`src/rtl/fault_log_pkg.sv`:
```
// Package: register map, field layout, reset values and modes of the critical fault logger
package fault_log_pkg;

  // Register addresses on the configuration port
  localparam logic [7:0] ADDR_CONTENT_SEL = 8'h47;
  localparam logic [7:0] ADDR_UV_EN_LOW = 8'h48;
  localparam logic [7:0] ADDR_UO_EN_MID = 8'h49;
  localparam logic [7:0] ADDR_OV_EN_HIGH = 8'h4A;
  localparam logic [7:0] ADDR_WARN_EN_LOW = 8'h4B;
  localparam logic [7:0] ADDR_WARN_EN_HIGH = 8'h4C;
  localparam logic [7:0] ADDR_LOG_UNLOCK = 8'h5D;

  // Field positions
  localparam int UNLOCK_BIT = 1;
  localparam int LOCK_STATUS_BIT = 0;
  localparam int FLAGS_OFF_BIT = 1;
  localparam int RESULTS_OFF_BIT = 0;

  // Reset values
  localparam logic [7:0] RESET_ENABLE = 8'h00;
  localparam logic [1:0] RESET_CONTENT = 2'h0;

  // Input counts of the two device variants
  localparam int INPUTS_LARGE = 12;
  localparam int INPUTS_SMALL = 8;

  // What a critical fault stores
  typedef enum logic [1:0] {
    LOG_BOTH = 2'b00,
    LOG_FLAGS = 2'b01,
    LOG_RESULTS = 2'b10,
    LOG_OFF = 2'b11
  } log_mode_type;

  // Logger sequencing
  typedef enum logic [1:0] {
    ST_READY = 2'b00,
    ST_STORING = 2'b01,
    ST_LOCKED = 2'b10
  } log_state_type;

endpackage

```
`src/rtl/critical_fault_log.sv`:
```
// Critical fault log trigger selection and content configuration
`timescale 1ns/10ps
//
// Summary of operation
// - Two-bit control picks stored content: both, flags, results, or nothing.
// - Low undervoltage enable register arms inputs 1 to 8 undervoltage logging.
// - Mid register low nibble arms undervoltage logging on inputs 9 to 12.
// - Mid register high nibble arms overvoltage logging on inputs 1 to 4.
// - High register bits 0 to 3 arm overvoltage logging on inputs 5 to 8.
// - High register bit 4 arms overvoltage logging on input 9, large variant.
// - An enabled fault shuts down sequenced outputs; only when the logger is ready and content is not off does it start the nonvolatile store.
// - A stored log locks the logger; writing one to unlock bit re-arms it.
// - High register bits 5 to 7 arm overvoltage logging on inputs 10 to 12.
// - Two warning enable registers arm early-warning logging on all inputs.
module critical_fault_log #(
  parameter int NUM_INPUTS = 12
) (
  input wire logic clk,
  input wire logic rst,
  input wire logic [7:0] regAddr,
  input wire logic regWrite,
  input wire logic [7:0] regWrData,
  input wire logic regRead,
  output logic [7:0] regRdData,
  input wire logic [NUM_INPUTS-1:0] underCond,
  input wire logic [NUM_INPUTS-1:0] overCond,
  input wire logic [NUM_INPUTS-1:0] warnCond,
  input wire logic logDone,
  output logic shutdownPulse,
  output logic logStart,
  output logic storeFlags,
  output logic storeResults,
  output logic logLocked
);

  // Only the two documented variants are served; any other count stops elaboration
  if (NUM_INPUTS != fault_log_pkg::INPUTS_LARGE && NUM_INPUTS != fault_log_pkg::INPUTS_SMALL) begin
    $error("NUM_INPUTS must be 8 or 12");
  end

  localparam int N = NUM_INPUTS;
  localparam logic [11:0] INPUT_MASK = (N == fault_log_pkg::INPUTS_LARGE) ? 12'hFFF : 12'h0FF;

  logic [1:0] contentSel_q;
  logic [7:0] uvEnLow_q;
  logic [7:0] uoEnMid_q;
  logic [7:0] ovEnHigh_q;
  logic [7:0] warnEnLow_q;
  logic [3:0] warnEnHigh_q;
  logic [7:0] rdData_q;
  logic [7:0] rdData_d;
  logic triggerPrev_q;
  logic shutdown_q;
  logic logStart_q;
  logic storeFlags_q;
  logic storeResults_q;
  fault_log_pkg::log_state_type state_q;
  logic [11:0] underEn;
  logic [11:0] overEn;
  logic [11:0] warnEn;
  logic [11:0] underFull;
  logic [11:0] overFull;
  logic [11:0] warnFull;
  logic underHit;
  logic overHit;
  logic warnHit;
  logic triggerAny;
  logic faultEvent;
  logic unlockWrite;
  fault_log_pkg::log_mode_type logMode;

  ////////////////////////////////////////////////////////////////////////////
  // Configuration registers

  // Write decode; bits of absent inputs are never stored, so they read zero
  always_ff @(posedge clk) begin
    if (rst) begin
      contentSel_q <= fault_log_pkg::RESET_CONTENT;
      uvEnLow_q <= fault_log_pkg::RESET_ENABLE;
      uoEnMid_q <= fault_log_pkg::RESET_ENABLE;
      ovEnHigh_q <= fault_log_pkg::RESET_ENABLE;
      warnEnLow_q <= fault_log_pkg::RESET_ENABLE;
      warnEnHigh_q <= fault_log_pkg::RESET_ENABLE[3:0];
    end else if (regWrite) begin
      case (regAddr)
        fault_log_pkg::ADDR_CONTENT_SEL: contentSel_q <= regWrData[1:0];
        fault_log_pkg::ADDR_UV_EN_LOW: uvEnLow_q <= regWrData;
        fault_log_pkg::ADDR_UO_EN_MID: uoEnMid_q <= regWrData & {4'hF, INPUT_MASK[11:8]};
        fault_log_pkg::ADDR_OV_EN_HIGH: ovEnHigh_q <= regWrData & {INPUT_MASK[11:8], 4'hF};
        fault_log_pkg::ADDR_WARN_EN_LOW: warnEnLow_q <= regWrData;
        fault_log_pkg::ADDR_WARN_EN_HIGH: warnEnHigh_q <= regWrData[3:0] & INPUT_MASK[11:8];
        default: begin
        end
      endcase
    end
  end

  // Read mux; unmapped addresses and unused bits answer zero
  always_comb begin
    rdData_d = 8'h00;
    case (regAddr)
      fault_log_pkg::ADDR_CONTENT_SEL: rdData_d = {6'h00, contentSel_q};
      fault_log_pkg::ADDR_UV_EN_LOW: rdData_d = uvEnLow_q;
      fault_log_pkg::ADDR_UO_EN_MID: rdData_d = uoEnMid_q;
      fault_log_pkg::ADDR_OV_EN_HIGH: rdData_d = ovEnHigh_q;
      fault_log_pkg::ADDR_WARN_EN_LOW: rdData_d = warnEnLow_q;
      fault_log_pkg::ADDR_WARN_EN_HIGH: rdData_d = {4'h0, warnEnHigh_q};
      fault_log_pkg::ADDR_LOG_UNLOCK: rdData_d[fault_log_pkg::LOCK_STATUS_BIT] = (state_q == fault_log_pkg::ST_LOCKED);
      default: rdData_d = 8'h00;
    endcase
  end

  // Read data is registered, one cycle after the read strobe
  always_ff @(posedge clk) begin
    if (rst) begin
      rdData_q <= 8'h00;
    end else if (regRead) begin
      rdData_q <= rdData_d;
    end
  end

  assign regRdData = rdData_q;

  ////////////////////////////////////////////////////////////////////////////
  // Trigger selection

  // Enable vectors, input 1 in bit 0
  assign underEn = {uoEnMid_q[3:0], uvEnLow_q} & INPUT_MASK;
  assign overEn = {ovEnHigh_q, uoEnMid_q[7:4]} & INPUT_MASK;
  assign warnEn = {warnEnHigh_q, warnEnLow_q} & INPUT_MASK;

  // Widen the condition inputs of the small variant with zeros
  assign underFull = 12'(underCond);
  assign overFull = 12'(overCond);
  assign warnFull = 12'(warnCond);

  trigger_reduce #(.WIDTH(12)) underReduce (.cond(underFull), .enable(underEn), .hit(underHit));
  trigger_reduce #(.WIDTH(12)) overReduce (.cond(overFull), .enable(overEn), .hit(overHit));
  trigger_reduce #(.WIDTH(12)) warnReduce (.cond(warnFull), .enable(warnEn), .hit(warnHit));

  // A held fault launches once; it must clear before it can fire again
  assign triggerAny = underHit | overHit | warnHit;
  assign faultEvent = triggerAny & ~triggerPrev_q;
  assign logMode = fault_log_pkg::log_mode_type'(contentSel_q);
  assign unlockWrite = regWrite && regAddr == fault_log_pkg::ADDR_LOG_UNLOCK && regWrData[fault_log_pkg::UNLOCK_BIT];

  always_ff @(posedge clk) begin
    if (rst) begin
      triggerPrev_q <= 1'b0;
    end else begin
      triggerPrev_q <= triggerAny;
    end
  end

  ////////////////////////////////////////////////////////////////////////////
  // Shutdown and log launch

  // Shutdown fires on every enabled fault, even while the log is locked
  always_ff @(posedge clk) begin
    if (rst) begin
      shutdown_q <= 1'b0;
    end else begin
      shutdown_q <= faultEvent;
    end
  end

  // Launch pulse with content selection, held until the next launch
  always_ff @(posedge clk) begin
    if (rst) begin
      logStart_q <= 1'b0;
      storeFlags_q <= 1'b0;
      storeResults_q <= 1'b0;
    end else begin
      logStart_q <= 1'b0;
      if (faultEvent && state_q == fault_log_pkg::ST_READY && logMode != fault_log_pkg::LOG_OFF) begin
        logStart_q <= 1'b1;
        storeFlags_q <= ~contentSel_q[fault_log_pkg::FLAGS_OFF_BIT];
        storeResults_q <= ~contentSel_q[fault_log_pkg::RESULTS_OFF_BIT];
      end
    end
  end

  // Lock sequencing; a done arriving with an unlock still locks, so no log is lost
  always_ff @(posedge clk) begin
    if (rst) begin
      state_q <= fault_log_pkg::ST_READY;
    end else begin
      case (state_q)
        fault_log_pkg::ST_READY: begin
          if (faultEvent && logMode != fault_log_pkg::LOG_OFF) begin
            state_q <= fault_log_pkg::ST_STORING;
          end
        end
        fault_log_pkg::ST_STORING: begin
          if (logDone) begin
            state_q <= fault_log_pkg::ST_LOCKED;
          end
        end
        fault_log_pkg::ST_LOCKED: begin
          if (unlockWrite) begin
            state_q <= fault_log_pkg::ST_READY;
          end
        end
        default: state_q <= fault_log_pkg::ST_READY;
      endcase
    end
  end

  assign shutdownPulse = shutdown_q;
  assign logStart = logStart_q;
  assign storeFlags = storeFlags_q;
  assign storeResults = storeResults_q;
  assign logLocked = (state_q == fault_log_pkg::ST_LOCKED);
endmodule

```
`src/rtl/trigger_reduce.sv`:
```
// Gated OR of confirmed threshold conditions against their enable bits
`timescale 1ns/10ps
module trigger_reduce #(
  parameter int WIDTH = 12
) (
  input wire logic [WIDTH-1:0] cond,
  input wire logic [WIDTH-1:0] enable,
  output logic hit
);

  // Any enabled confirmed condition raises the hit
  assign hit = |(cond & enable);

endmodule

```
`config.mk`:
```
export PLATFORM = sky130hd
export DESIGN_NAME = critical_fault_log
export DESIGN_NICKNAME = d
export VERILOG_FILES = /design/src/rtl/fault_log_pkg.sv /design/src/rtl/critical_fault_log.sv /design/src/rtl/trigger_reduce.sv
export SDC_FILE = /design/constraint.sdc
export NUM_CORES = 1
export LEC_CHECK = 0
export BUFFER_PORTS_ARGS = -buffer_cell sky130_fd_sc_hd__buf_2
export CAP_MARGIN = 5
export CORE_ASPECT_RATIO = 1.4
export CORE_UTILIZATION = 30
export DETAILED_ROUTE_END_ITERATION = 6
export SYNTH_ARGS = -nofsm -noshare
export SYNTH_HDL_FRONTEND = slang
export SYNTH_HIERARCHICAL = 1
export SYNTH_SLANG_ARGS = --single-unit
```
`constraint.sdc`:
```
create_clock -name clk -period 2.4 [get_ports clk]
set_clock_uncertainty 0.05 [all_clocks]
set_input_delay 0.24 -clock clk [delete_from_list [all_inputs] [get_ports clk]]
set_output_delay 0.24 -clock clk [all_outputs]
set_load 0.01 [all_outputs]
```
---- Word-level counts from Yosys, hierarchy flattened ----
Index checks and enable logic that the tools add are counted.
word-level totals
  bits of input ports ..................... 57
  output and inout bits ................... 13
  bits in registers ....................... 53
  word-level logic and storage cells ...... 58
cells by class
  equal/unequal tests ..................... 13
  reductions and logical operators ........ 16
  bitwise operators ....................... 9
  muxes and demuxes ....................... 7
operators with widths
  cell                                                   number
  == test 8 x 7 -> 1 bit, second input constant          7
  one-hot mux 7 bit (6 select lines)                     1
  AND 12 bit                                             3
  OR reduction 12 bit                                    3
  AND reduction 2 bit                                    6
  one-hot mux 1 bit (7 select lines)                     1
  two-way mux 2 bit                                      3
  one-hot mux 2 bit (3 select lines)                     1
  logical AND 1 bit                                      5
  inequality test 2 x 1 -> 1 bit, second input constant  2
  inequality test 2 bit, second input constant           2
  NOT 1 bit                                              3
  AND reduction 3 bit                                    1
  == test 2 x 1 -> 1 bit, second input constant          1
  == test 2 bit, second input constant                   1
  logical NOT 2 bit                                      1
  OR 1 bit                                               2
  AND 1 bit                                              1
  two-way mux 1 bit                                      1

---- Logic depth before layout (Yosys ltp) ----
  word-level depth ........................ 8
  gate-level depth with buffers ........... 7
  depth with buffers taken out ............ 7

---- Hierarchy ----
Netlist, hierarchy kept.
modules (own cells, without submodules)
  module              seq. area each (µm²)  area each (µm²)  cells each  times used
  critical_fault_log  1,061.0               2,329.7          230         1
  trigger_reduce      0.0                   76.3             7           3

---- Worst setup path before layout ----
No wires, ideal clock.
  path kind ............................... input to register
  start ................................... input port regAddr[4]
  end ..................................... register uvEnLow_q[0]
  slack ................................... 0.503 ns
  cell stages on the path ................. 5
  setup time .............................. 0.128 ns
  buffers on the path ..................... 1
  arrival ................................. 1.720 ns
  data required time ...................... 2.222 ns
  cell sequence ........................... or4b_1 > buf_6 > nor4_4 > mux2i_1 > nor2_1
on the way
  longest elaborated chain between the ends .. 2
RTL lines
  item                           RTL line                  text
  start, declared                critical_fault_log.sv:20  input wire logic [7:0] regAddr,
  == test 8 x 7 -> 1 bit         critical_fault_log.sv:85  case (regAddr)
  AND reduction 2 bit (no line)  -
  end signal, assigned           critical_fault_log.sv:79  uvEnLow_q <= fault_log_pkg::RESET_ENABLE;
  end signal, assigned           critical_fault_log.sv:87  fault_log_pkg::ADDR_UV_EN_LOW: uvEnLow_q <= regWrData;
  end, declared                  critical_fault_log.sv:45  logic [7:0] uvEnLow_q;
Every way passes these cells.
A chain may end at the register's enable or synchronous reset.

---- Worst setup path in the final report ----
  start ................................... register warnEnLow_q[3]
  end ..................................... register storeFlags_q, in the netlist storeFlags
on the way
  longest elaborated chain between the ends .. 6
RTL lines
  item                             RTL line                   text
  start, declared                  critical_fault_log.sv:48   logic [7:0] warnEnLow_q;
  start signal, assigned           critical_fault_log.sv:82   warnEnLow_q <= fault_log_pkg::RESET_ENABLE;
  start signal, assigned           critical_fault_log.sv:90   fault_log_pkg::ADDR_WARN_EN_LOW: warnEnLow_q <= regWrData;
  AND 12 bit                       trigger_reduce.sv:12       assign hit = |(cond & enable);
  OR reduction 12 bit              trigger_reduce.sv:12
  named net warnHit                critical_fault_log.sv:66   logic warnHit;
  OR 1 bit                         critical_fault_log.sv:142  assign triggerAny = underHit | overHit | warnHit;
  AND 1 bit                        critical_fault_log.sv:143  assign faultEvent = triggerAny & ~triggerPrev_q;
  logical AND 1 bit (2 in series)  critical_fault_log.sv:175  if (faultEvent && state_q == fault_log_pkg::ST_READY && logMode != fault_log_pkg::LOG_OFF) begin
  end signal, assigned             critical_fault_log.sv:177  storeFlags_q <= ~contentSel_q[fault_log_pkg::FLAGS_OFF_BIT];
  end, declared                    critical_fault_log.sv:55   logic storeFlags_q;
The timed path passes the listed nets, and every way through them passes these cells.

==> impl_metrics.yaml <==
logic_synthesis:
  yosys-top-cells-area: "dfxtp_1 (41%), mux2i_1 (16%), nor2_1 (6.6%)"
  yosysMostFrequentCell: "dfxtp_1"
  synth-xor-area-share_pct: 0
  synth_top_family_by_area: "multiplexers"
  synth_warnings: 6
  ys_seq_area_share_pct: 41.5
  synth_top_area_cell: "dfxtp_1"
  syn_inst: 251
  synth_edf_count: 0
  synth_seq_cells: 53
  yosys-top-cells-count: "dfxtp_1 (53), nor2_1 (45), mux2i_1 (42)"
  synthMuxAreaShare_pct: 21.7
  synth_cell_type_count: 34
  synthesis.area_sq_um: 2560
  syn_avg_cell_area_sq_um: 10.2
  synthAdderAreaFrac_pct: 0
  synth_top_area_share_pct: 41.5
  synth_fp_nets: 308
  ys.flop_type: "dfxtp_1"
  async_flop_share_pct: 0
  synthSimpleGateAreaFrac_pct: 20.0
  synth_compound_area_share_pct: 14.4
routing:
  ant_nets: 0
  drtIter0Drc: 114
  via_count: 2156
  post-route-drc-count: 0
  wl_per_cell_microns: 16.3
  avgViaCountPerCell: 5.10
  dr.pass1.iters: 4
  wl_microns: 6880
setup_path:
  worst_setup_path_start_kind: "register"
  cp_top_family: "simple AND/OR/NAND/NOR gates"
  r2r-end: "storeFlags"
  crit_path_max_fanout: 6
  crit_buf_inv: 0
  path_cells: "a22o_1 -> a221oi_2 -> nand3_1 -> nor3_1 -> nand2b_1 -> or2_2 -> a21oi_1"
  r2r_slack_ns: 0.45
  crit_arrival_ns: 2.06
  cpPeakStageDelay_ns: 0.36
  crit_type: "register to register"
  r2r-start: "warnEnLow_q[3]"
  critPathSlowestCell: "nor3_1"
  required_ns: 2.51
  worstSetupEndpointType: "register"
  rr_worst_depth: 7
floorplan:
  ios: 70
  fp.dieW_microns: 80.1
  start_util_pct: 31.2
  core-area_sq_um: 8200
  die_h_microns: 111
  design.die.area_sq_um: 8910
  rows: 39
place:
  dp_cells: 415
  hpwl_microns: 5220
  place_area_sq_um: 3020
  io_buffers: 69
  gp_congestion: 0.826
finish:
  final_cells: 423
  nets: 377
  syn_to_final_growth_pct: 24.4
  n_antenna_cell: 0
  final_area_sq_um: 3180
  drive_above_1_share_pct: 33.0
cts:
  cts_resized: 0
  hold_buffers: 0
  cts-htree-levels: 2
  cts_buffers: 5
  root_buffer: "clkbuf_16"
  cts_setup_buffers: 0
  clock-sinks: 53
  path_clk_slew_ns: 0.07
  cts_buffer_depth: 2
  clock_latency_ns: 0.29
  cts_tree: "yes"
worst_hold_path:
  hold_path.class: "input pin to register"
  worstHoldStart: "logDone"
  hold_path_depth: 3
  holdPathEnd: "state_q[1]"
global_routing:
  grt_max_degree: 22
  grt_use_total_pct: 16.2
  grt_overflow: 0
  antenna_found_initial: 0
  grt_pass1_vias: 2194
  grt_pass1_wl_microns: 11100
timing:
  maxSlewViolCount: 0
  rsz0062_at_grt: "no"
  fin_crit_ns: 1.95
  worstMarginPinSlew_ns: 0.644
  slew_headroom_pct: 56.5
  min_period_over_period_pct: 81.1
  fin_hold_ws_ns: 0.179
  setup_tns_ns: 0
  setup_viol: 0
  max_freq_mhz: 514
  hold_viol_final: 0
power_and_ir_drop:
  vdd.ir_drop.worst_mv: 0.275
  p_per_area_nw_per_um2: 560
  power.leakage_uw: 0.00123
run:
  cap_violations: 0
outcome:
  status: "finished clean"
## report_power, final
part	internal (uW)	switching [uW]	leakage (uW)	total, uW
sequential	883	2.64	0.000427	886
combinational	57.1	85.9	0.000724	143
clock	442	312	0.0000799	754
## cells by family after synthesis
family / count (synthesis)
AOI/OAI and AO/OA: 43
DFF: 53
and+or+nand+nor: 92
buffers and inverters: 15
muxes: 48
## worst reg2reg max path, stage by stage, from the launching register on
cell	delay (ns)
dfxtp_1	0.33
a22o_1	0.22
a221oi_2	0.29
nand3_1	0.11
nor3_1	0.36
nand2b_1	0.27
or2_2	0.14
a21oi_1	0.05
## cell usage in the layout, fill, tap and decap left out
master     count
dfxtp_1       53
mux2i_1       42
buf_2         69
a2111oi_0      1
a311oi_1       2
clkinv_2       1
o31ai_1        1
nor3_4         2
or4b_1         1
buf_4          7
nor4b_1        1
or2_2          2
and3b_1        1
o21ai_0        9
mux4_2         6
nor2_1        45
nand4b_1       3
nand3_1        8
a32o_1         2
nand2_1        8
a31oi_1        1
nand3b_1       4
clkbuf_8       2
nor4_4         2
clkbuf_16      5
inv_1          1
a21oi_1        8
nand2b_1       6
nor2b_1        1
nor3_1         3
or4bb_1        1
a221oi_2       9
nor3_2         1
a22o_1        10
nor3b_1        1
nand4_1        2
## layer usage
| metal | vias up | GRT usage (%) | routed length (microns) |
|---|---|---|---|
| li1 | 1071 | - | - |
| met1 | 1003 | 20.8 | 3090 |
| met2 | 72 | 27.6 | 3340 |
| met3 | 10 | 2.30 | 317 |
| met4 | 0 | 5.00 | 136 |
| met5 | - | 0 | 0 |
## flip-flops by register name, summed over array words and instances (netlist names)
register,cells
ovEnHigh_q,8
regRdData,8
uoEnMid_q,8
uvEnLow_q,8
warnEnLow_q,8
warnEnHigh_q,4
contentSel_q,2
state_q,2
logStart,1
shutdownPulse,1
storeFlags,1
storeResults,1
triggerPrev_q,1
## how the worst max path moves through the flow
stage	to	slack (ns)	depth (start not counted)	startpoint
6_report	storeFlags	0.45	7	warnEnLow_q[3]
2_1_floorplan	uvEnLow_q[0]	0.50	5	regAddr[4]
3_5_place_dp	regRdData[0]	0.32	6	regAddr[4]
3_3_place_gp	uvEnLow_q[3]	0.34	6	regAddr[4]
4_1_cts	storeFlags	0.45	7	uoEnMid_q[7]
5_1_grt	storeFlags	0.28	7	uoEnMid_q[7]
## through the flow
step | power (uW) | utilization, % | setup WS (ns)
global route | 1850 | 38.8 | 0.283
detailed placement | 1050 | 36.9 | 0.317
floorplan | 969 | - | 0.503
CTS | 1810 | 38.8 | 0.451
global placement | 1050 | 36.9 | 0.335
finish | 1780 | 38.8 | 0.454
## layout make-up
class | count | area (sq um)
inverter | 1 | 3.75
sequential | 53 | 1060
clock inverter | 1 | 5.00
tap | 102 | 128
multi-input combinational | 183 | 1430
fill | 849 | 5020
clock buffer | 7 | 153
timing repair buffer | 76 | 398
Power figures use the tool's default switching activity.
